File: config.mk
export PLATFORM = sky130hd
export DESIGN_NAME = gate_drive_host
export DESIGN_NICKNAME = d
export VERILOG_FILES = /design/src/hw/gd_host_pkg.sv /design/src/hw/gate_drive_host.sv
export SDC_FILE = /design/constraint.sdc
export NUM_CORES = 1
export LEC_CHECK = 0
export BUFFER_PORTS_ARGS = -buffer_cell sky130_fd_sc_hd__buf_2
export CAP_MARGIN = 20
export CELL_PAD_IN_SITES_DETAIL_PLACEMENT = 2
export CELL_PAD_IN_SITES_GLOBAL_PLACEMENT = 2
export CORE_UTILIZATION = 29
export CTS_BUF_LIST = sky130_fd_sc_hd__clkbuf_8 sky130_fd_sc_hd__clkbuf_16
export CTS_CLUSTER_SIZE = 30
export DETAILED_ROUTE_END_ITERATION = 16
export HOLD_SLACK_MARGIN = 0.02
export PLACE_DENSITY = 0.78
export SLEW_MARGIN = 15
export SYNTH_ARGS = -nofsm -noshare
export SYNTH_HDL_FRONTEND = slang
export SYNTH_SLANG_ARGS = --single-unit
export TNS_END_PERCENT = 10
File: constraint.sdc
create_clock -name clk_sys_in -period 1.45 [get_ports clk_sys_in]
set_input_delay 0.0725 -clock clk_sys_in [delete_from_list [all_inputs] [get_ports clk_sys_in]]
set_output_delay 0.0725 -clock clk_sys_in [all_outputs]
set_load 0.05 [all_outputs]
File: src/hw/gd_host_pkg.sv
// Purpose: shared constants for the gate driver host controller
// Assumes: 250 MHz system clock, 32-bit register port
// Notes: register offsets are byte addresses on the plain register port

package gd_host_pkg;
	// clock and port widths
	localparam int CLK_MHZ = 250;
	localparam int ADDR_W = 8;
	localparam int DATA_W = 32;

	// timing: the driver drops pulses under this width, so ours must be longer
	localparam int PULSE_MIN_NS = 40;
	localparam int PULSE_MARGIN_CYC = 2;
	localparam int FAULT_MUTE_NS_DEF = 1000;

	// register offsets
	localparam logic [7:0] OFS_CTRL = 8'h00;
	localparam logic [7:0] OFS_CMD = 8'h04;
	localparam logic [7:0] OFS_STATUS = 8'h08;
	localparam logic [7:0] OFS_IRQ_STAT = 8'h0C;
	localparam logic [7:0] OFS_IRQ_MASK = 8'h10;

	// control bits
	localparam int CTRL_W = 4;
	localparam int CTRL_EN = 0;
	localparam int CTRL_INV = 1;
	localparam int CTRL_ILK = 2;
	localparam int CTRL_AUTO = 3;
	localparam logic [3:0] CTRL_RST = 4'h0;

	// command bits
	localparam int CMD_CLEAR = 0;

	// status bits
	localparam int ST_FAULT = 0;
	localparam int ST_GOOD = 1;
	localparam int ST_LATCHED = 2;
	localparam int ST_PEND = 3;

	// interrupt events
	localparam int IRQ_W = 4;
	localparam int EV_FAULT_SET = 0;
	localparam int EV_FAULT_REL = 1;
	localparam int EV_GOOD_LOST = 2;
	localparam int EV_GOOD_BACK = 3;
	localparam logic [3:0] IRQ_RST = 4'h0;

	// fault handling states
	typedef enum logic [1:0] {
		ST_RUN,
		ST_MUTE,
		ST_WAIT,
		ST_PULSE
	} fsm_state_t;
endpackage

File: src/hw/gate_drive_host.sv
// Purpose: host controller for an isolated gate driver: pwm pins, enable/reset, fault clear
// Assumes: fault and supply-good lines arrive synchronous, pulled up externally
// Notes: all pins are driven push-pull from flops, so none ever floats
// Functional notes
// RL1 - driver drops pulses under 40 ns
// RL2 - both pwm inputs high forces output low
// RL3 - interlock: opposite switch pwm onto inverting input
// RL4 - never float inputs; unused inverting input low
// RL5 - fault and supply-good are open-drain lines
// RL6 - enable pin pulled down inside driver
// RL7 - output enabled only while enable pin high
// RL8 - fault latches output low until reset
// RL9 - reset pulse only after fault mute time
// RL10 - automatic reset: pwm fed onto enable pin
// RL11 - overcurrent switches off and pulls fault low
// RL12 - undervoltage holds output low, supply-good low
// RL13 - cleared fault releases flag, output follows pwm
//
// Our own choices: the plain strobed port and the placing of the registers.

`timescale 1ns/1ns
`default_nettype none

module gate_drive_host #(
	parameter int FAULT_MUTE_NS = gd_host_pkg::FAULT_MUTE_NS_DEF,
	parameter int CNT_W = 16
) (
	// clock and reset
	input wire logic clk_sys_in,
	input wire logic rst_n_in,
	// register port
	input wire logic [gd_host_pkg::ADDR_W-1:0] reg_addr_in,
	input wire logic [gd_host_pkg::DATA_W-1:0] reg_wdata_in,
	input wire logic reg_wr_in,
	input wire logic reg_rd_in,
	output logic [gd_host_pkg::DATA_W-1:0] reg_rdata_out,
	output logic irq_out,
	// pwm sources from the modulator
	input wire logic pwm_own_in,
	input wire logic pwm_opp_in,
	// driver pins
	output logic in_pos_out,
	output logic in_neg_out,
	output logic reset_enable_out,
	input wire logic fault_flag_n_in,
	input wire logic supply_good_in
);
	import gd_host_pkg::*;

	// pulse longer than the driver's deglitch window, rounded up
	localparam logic [CNT_W-1:0] PULSE_CYC =
		CNT_W'((PULSE_MIN_NS * CLK_MHZ + 999) / 1000 + PULSE_MARGIN_CYC); // RL1
	localparam logic [CNT_W-1:0] MUTE_CYC = CNT_W'((FAULT_MUTE_NS * CLK_MHZ + 999) / 1000);
	localparam logic [CNT_W-1:0] CNT_ONE = CNT_W'(1);

	logic rst_meta_q;
	logic rst_sync_q;
	fsm_state_t state_q, state_d;
	logic [CNT_W-1:0] cnt_q, cnt_d;
	logic in_pos_q, in_pos_d;
	logic in_neg_q, in_neg_d;
	logic rst_en_q, rst_en_d;
	logic pulse_start;
	logic [CTRL_W-1:0] ctrl_q, ctrl_d;
	logic clr_pend_q, clr_pend_d;
	logic fault_prev_q, good_prev_q;
	logic [IRQ_W-1:0] irq_stat_q, irq_stat_d;
	logic [IRQ_W-1:0] irq_mask_q, irq_mask_d;
	logic [IRQ_W-1:0] ev;
	logic [DATA_W-1:0] rdata_q, rdata_d;
	logic irq_q, irq_d;
	logic fault_seen;
	logic pwm_go;

	// reset release through two flops; the first is read only by the second
	always_ff @(posedge clk_sys_in or negedge rst_n_in) begin
		if (!rst_n_in) begin
			rst_meta_q <= 1'b0;
			rst_sync_q <= 1'b0;
		end else begin
			rst_meta_q <= 1'b1;
			rst_sync_q <= rst_meta_q;
		end
	end

	// fault flag is open-drain: low means the driver latched a fault
	assign fault_seen = ~fault_flag_n_in; // RL5
	// drive only while running with a good supply; a latched driver ignores pwm anyway
	assign pwm_go = ctrl_q[CTRL_EN] && (state_q == ST_RUN) && supply_good_in; // RL12

	// fault handling sequence and pin values
	always_comb begin
		state_d = state_q;
		cnt_d = cnt_q;
		pulse_start = 1'b0;
		case (state_q)
			ST_RUN: begin
				if (fault_seen) begin // RL11
					state_d = ST_MUTE;
					cnt_d = MUTE_CYC;
				end
			end
			ST_MUTE: begin
				if (cnt_q <= CNT_ONE) begin // RL9
					state_d = ST_WAIT;
				end else begin
					cnt_d = cnt_q - CNT_ONE;
				end
			end
			ST_WAIT: begin
				if (!fault_seen) begin // RL13
					state_d = ST_RUN;
				end else if (clr_pend_q && !ctrl_q[CTRL_AUTO]) begin
					state_d = ST_PULSE;
					cnt_d = PULSE_CYC;
					pulse_start = 1'b1;
				end
			end
			ST_PULSE: begin
				// back to wait: the flag release decides when we run again
				if (cnt_q <= CNT_ONE) begin
					state_d = ST_WAIT;
				end else begin
					cnt_d = cnt_q - CNT_ONE;
				end
			end
			default: begin
				state_d = ST_RUN;
				cnt_d = '0;
			end
		endcase
		// inverting mode parks the noninverting pin high and drives the inverted pwm
		if (ctrl_q[CTRL_INV]) begin
			in_pos_d = 1'b1;
			in_neg_d = pwm_go ? ~pwm_own_in : 1'b1;
		end else begin
			in_pos_d = pwm_go & pwm_own_in;
			in_neg_d = ctrl_q[CTRL_ILK] ? pwm_opp_in : 1'b0; // RL3 RL4 RL2
		end
		// enable pin: low disables, and a low pulse after the mute time clears a fault
		case (state_q)
			ST_MUTE: rst_en_d = 1'b1; // RL9
			ST_PULSE: rst_en_d = 1'b0; // RL8
			ST_WAIT: rst_en_d = ctrl_q[CTRL_AUTO] ? pwm_own_in : 1'b1; // RL10
			ST_RUN: begin
				if (fault_seen) begin
					rst_en_d = 1'b1; // RL9
				end else if (ctrl_q[CTRL_EN]) begin
					rst_en_d = ctrl_q[CTRL_AUTO] ? pwm_own_in : 1'b1; // RL10 RL7
				end else begin
					rst_en_d = 1'b0; // RL6 RL7
				end
			end
			default: rst_en_d = 1'b0;
		endcase
	end

	always_ff @(posedge clk_sys_in or negedge rst_sync_q) begin
		if (!rst_sync_q) begin
			state_q <= ST_RUN;
			cnt_q <= '0;
			in_pos_q <= 1'b0;
			in_neg_q <= 1'b0;
			rst_en_q <= 1'b0;
		end else begin
			state_q <= state_d;
			cnt_q <= cnt_d;
			in_pos_q <= in_pos_d;
			in_neg_q <= in_neg_d;
			rst_en_q <= rst_en_d;
		end
	end

	// line edges become interrupt events
	assign ev[EV_FAULT_SET] = fault_prev_q & ~fault_flag_n_in;
	assign ev[EV_FAULT_REL] = ~fault_prev_q & fault_flag_n_in;
	assign ev[EV_GOOD_LOST] = good_prev_q & ~supply_good_in;
	assign ev[EV_GOOD_BACK] = ~good_prev_q & supply_good_in;

	// register file: writes, read data one cycle later, read-to-clear status
	always_comb begin
		ctrl_d = ctrl_q;
		irq_mask_d = irq_mask_q;
		clr_pend_d = clr_pend_q & ~pulse_start;
		irq_stat_d = irq_stat_q;
		rdata_d = '0;
		if (reg_wr_in) begin
			case (reg_addr_in)
				OFS_CTRL: ctrl_d = reg_wdata_in[CTRL_W-1:0];
				OFS_IRQ_MASK: irq_mask_d = reg_wdata_in[IRQ_W-1:0];
				// a command landing with the pulse start stays pending: set wins
				OFS_CMD: clr_pend_d = clr_pend_d | reg_wdata_in[CMD_CLEAR];
				default: ;
			endcase
		end
		if (reg_rd_in) begin
			case (reg_addr_in)
				OFS_CTRL: rdata_d[CTRL_W-1:0] = ctrl_q;
				OFS_STATUS: begin
					rdata_d[ST_FAULT] = fault_seen;
					rdata_d[ST_GOOD] = supply_good_in;
					rdata_d[ST_LATCHED] = (state_q != ST_RUN);
					rdata_d[ST_PEND] = clr_pend_q;
				end
				OFS_IRQ_STAT: begin
					rdata_d[IRQ_W-1:0] = irq_stat_q;
					irq_stat_d = '0;
				end
				OFS_IRQ_MASK: rdata_d[IRQ_W-1:0] = irq_mask_q;
				default: rdata_d = '0;
			endcase
		end
		// events set after the clear so a coincident edge is kept
		irq_stat_d = irq_stat_d | ev;
		irq_d = |(irq_stat_d & irq_mask_d);
	end

	always_ff @(posedge clk_sys_in or negedge rst_sync_q) begin
		if (!rst_sync_q) begin
			ctrl_q <= CTRL_RST;
			irq_mask_q <= IRQ_RST;
			irq_stat_q <= IRQ_RST;
			clr_pend_q <= 1'b0;
			rdata_q <= '0;
			irq_q <= 1'b0;
			fault_prev_q <= 1'b1;
			good_prev_q <= 1'b0;
		end else begin
			ctrl_q <= ctrl_d;
			irq_mask_q <= irq_mask_d;
			irq_stat_q <= irq_stat_d;
			clr_pend_q <= clr_pend_d;
			rdata_q <= rdata_d;
			irq_q <= irq_d;
			fault_prev_q <= fault_flag_n_in;
			good_prev_q <= supply_good_in;
		end
	end

	assign reg_rdata_out = rdata_q;
	assign irq_out = irq_q;
	assign in_pos_out = in_pos_q;
	assign in_neg_out = in_neg_q;
	assign reset_enable_out = rst_en_q;

	// checks on pin behaviour
	property p_mute_hold;
		@(posedge clk_sys_in) disable iff (!rst_sync_q)
		(state_q == ST_MUTE) |-> rst_en_q;
	endproperty
	a_mute_hold: assert property (p_mute_hold) else $error("enable pin low during mute"); // RL9

	property p_fault_mute;
		@(posedge clk_sys_in) disable iff (!rst_sync_q)
		($fell(fault_flag_n_in) && state_q == ST_RUN) |=> rst_en_q [*8];
	endproperty
	a_fault_mute: assert property (p_fault_mute) else $error("reset sent inside mute time"); // RL9

	property p_clear_pulse;
		@(posedge clk_sys_in) disable iff (!rst_sync_q)
		(state_q == ST_WAIT && fault_seen && clr_pend_q && !ctrl_q[CTRL_AUTO])
			|=> ##1 (!rst_en_q) [*8];
	endproperty
	a_clear_pulse: assert property (p_clear_pulse) else $error("clear pulse too short"); // RL9

	property p_tie_low;
		@(posedge clk_sys_in) disable iff (!rst_sync_q)
		(!ctrl_q[CTRL_INV] && !ctrl_q[CTRL_ILK]) |=> !in_neg_q;
	endproperty
	a_tie_low: assert property (p_tie_low) else $error("unused inverting pin not low"); // RL4

	property p_interlock;
		@(posedge clk_sys_in) disable iff (!rst_sync_q)
		(!ctrl_q[CTRL_INV] && ctrl_q[CTRL_ILK]) |=> (in_neg_q == $past(pwm_opp_in));
	endproperty
	a_interlock: assert property (p_interlock) else $error("opposite pwm not on pin"); // RL3

	property p_auto_reset;
		@(posedge clk_sys_in) disable iff (!rst_sync_q)
		(state_q == ST_WAIT && ctrl_q[CTRL_AUTO]) |=> (rst_en_q == $past(pwm_own_in));
	endproperty
	a_auto_reset: assert property (p_auto_reset) else $error("enable pin not following pwm"); // RL10

	// main scenarios
	c_manual_clear: cover property (@(posedge clk_sys_in) disable iff (!rst_sync_q)
		state_q == ST_PULSE ##[1:100] state_q == ST_RUN);
	c_auto_clear: cover property (@(posedge clk_sys_in) disable iff (!rst_sync_q)
		(state_q == ST_WAIT && ctrl_q[CTRL_AUTO]) ##1 state_q == ST_RUN);
	c_good_lost: cover property (@(posedge clk_sys_in) disable iff (!rst_sync_q)
		ev[EV_GOOD_LOST] ##1 irq_q);
endmodule // gate_drive_host

`default_nettype wire

==> results_dict.tcl <==
set metrics [dict create \
    muxShareOfSynthArea_pct 5.57 \
    avgRoutedWirePerCell_um 19.3 \
    whs_path_depth 2 \
    reg2reg_to "cnt_q[13]" \
    ys_types 55 \
    first_global_vias 2384 \
    firstDrtPassIters 4 \
    finalInstanceArea_um2 3140 \
    violations "setup timing" \
    routed_wl_mm 8.16 \
    antenna_found_initial 0 \
    critical-path-max-stage-delay_ns 0.55 \
    layout.nets 369 \
    core_um2 7850 \
    min_path_type "in2reg" \
    overflow 0 \
    fin_util_pct 40.0 \
    synth_xor_area_share_pct 0 \
    synth_top_family_by_area "simple AND/OR/NAND/NOR gates" \
    critPathSlowestCell "or4_4" \
    min_from "reg_wdata_in[3]" \
    finalPower_mw 2.64 \
    cts_root_buffer "clkbuf_8" \
    yosys.area_share.simple_pct 18.9 \
    synth_area_per_cell_um2 9.96 \
    synth_area_leaders "dfrtp_1 44%, buf_4 9.1%, mux2_2 4.7%" \
    min_period_ns 2.36 \
    worst-r2r-cell-count 5 \
    yosysTopAreaCell "dfrtp_1" \
    portBuffers 27 \
    synth_top_area_share_pct 44.2 \
    synth_compound_area_share_pct 16.4 \
    ys_warn_count 0 \
    rr_startpoint "cnt_q[3]" \
    place_congestion 0.833 \
    synthAdderAreaFrac_pct 1.05 \
    rsz0062_at_grt "true" \
    cts_tree "yes" \
    p_per_area_nw_per_um2 842 \
    cts-buffers-inserted 5 \
    post_dp_cell_area_um2 2880 \
    ir_drop_uv 303 \
    synthCells 239 \
    grt_max_degree 42 \
    cpMostUsedCell "or4_4" \
    reg2reg_slack_ns -0.91 \
    ys_ff_latch 43 \
    nFillCells 899 \
    clkTransAtPathRegs_ns 0.09 \
    area_delta_synth_final_pct 31.8 \
    clock_skew_ns 0.00789 \
    grt_pass1_wl_mm 12.5 \
    layout_common_cells "48 x buf_4, 40 x dfrtp_1, 29 x conb_1, 27 x buf_2, 13 x nand2_1" \
    mostFrequentLayoutCell "buf_4" \
    hold_end "ctrl_q[3]" \
    drive_above_1_share_pct 38.4 \
    regArea_um2 1080 \
    p_leak_nw 1.42 \
    synthArstFlopShare_pct 100 \
    cts_max_level 2 \
    fin_ws_ns -0.912 \
    cts_buffer_depth 2 \
    crit_required_ns 1.71 \
    dp_hpwl_mm 5.64 \
    cp_max_fo 3 \
    crit_start "cnt_q[3]" \
    dieWidth_um 92.6 \
    insertion_delay_ns 0.31 \
    synth_area_um2 2380 \
    setup_viol 18 \
    synth_flop_cell "dfrtp_1" \
    period_share_pct 163 \
    drtIter0Drc 44 \
    num_io_pins 84 \
    viasPerCell 5.10 \
    chipHeight_um 92.6 \
    outcome "finished, violations left" \
    ant_nets 0 \
    diodes 0 \
    fp-row-count 32 \
    crit_path_end_kind "register" \
    start_util_pct 30.3 \
    num_vias 2152 \
    worstSetupPathType "reg2reg" \
    yosysSeqAreaShare_pct 45.3 \
    start_kind "register" \
    cp.arrival_ns 2.62 \
    crit_path_cell_trace "or4_4 -> or4_4 -> or4_4 -> or4_1 -> nand2_1" \
    grt_usage_pct 19.0 \
    route.detailed.drc 0 \
    multi_input_area_um2 1180 \
    synth-edff-count 0 \
    max_cap_viol_count 0 \
    cts_sinks 43 \
    dieArea_um2 8570 \
    drv_slew 0 \
    clock.fmax_mhz 423 \
    hold_viol 0 \
]
## repair_timing
action,CTS,global route
endpoints found under the setup margin,19,20
cloned,0,0
pin swaps,2,4
hold buffers,4,0
gates resized for setup,18,13
buffers inserted,1,0
endpoints found under the hold margin,5,0
## synth_stat cells (4+ instances only)
cell type	n
a21oi_1	9
a31oi_1	5
buf_4	29
clkbuf_1	6
dfrtp_1	42
inv_1	9
mux2_2	10
nand2_1	13
nand2b_1	4
nand3_1	5
nor2_1	14
nor3_1	4
o211ai_1	5
o21ai_0	8
o41ai_1	4
or3_1	6
or4_1	10
## kinds of logic (layout without fill, tap and decap cells)
group,Yosys count,after routing
mux,12,12
compound gates,55,55
flops,43,43
simple gates,78,78
other cells,2,29
fa+ha+maj,2,2
buf+inv,47,101
## metrics by stage
stage	setup slack (ns)	hold slack, ns	setup TNS [ns]	instances
final	-0.912	0.0284	-12.57	422
after global routing	-0.986	0.0230	-13.77	422
after CTS	-0.898	0.0226	-12.19	422
after detailed placement	-0.912	-0.140	-14.04	409
after global placement	-0.876	-0.139	-12.67	409
after floorplan	-0.848	-0.223	-12.31	266
## critical path, delay by kind of cell (launching register included)
| kind | cells | cell delay (ns) |
|---|---|---|
| flip-flops | 1 | 0.39 |
| AND/OR/NAND/NOR | 5 | 1.92 |
## routing by layer
layer	track usage, %	share of wire [%]	vias up
li1	-	-	987
met4	7.16	2.3	0
met5	0	0	-
met1	24.0	43	1095
met3	2.30	3.3	15
met2	33.0	51	55
## flip-flops by register name, indices dropped and copies added, names as in the netlist
register          cells
state_q               2
irq_mask_q            4
in_pos_out            1
fault_prev_q          1
rst_meta_q            1
reset_enable_out      1
ctrl_q                4
clr_pend_q            1
cnt_q                16
irq_out               1
rst_sync_q            1
in_neg_out            1
irq_stat_q            4
good_prev_q           1
reg_rdata_out         4
## cell type report
type / instances / share of cell area (%)
clock buffers: 5 / 2.19
clock inverters: 3 / 1.40
multi-input cells: 176 / 37.7
repair buffers: 84 / 19.1
inverters: 9 / 1.08
flip-flops and latches: 43 / 34.4
well taps: 102 / 4.07
## worst max-delay path by stage
stage | endpoint | slack [ns] | cells past startpoint
floorplan | cnt_q[13] | -0.85 | 5
global placement | cnt_q[13] | -0.88 | 5
detailed placement | cnt_q[13] | -0.91 | 5
CTS | cnt_q[13] | -0.90 | 5
global route | cnt_q[13] | -0.99 | 5
finish | cnt_q[13] | -0.91 | 5
## power by group
part           internal, mW  switching, mW
Clock                 0.513          0.458
Combinational         0.102          0.307
Sequential             1.24         0.0233
Total                  1.85          0.788
(Power assumes the default switching activity.)
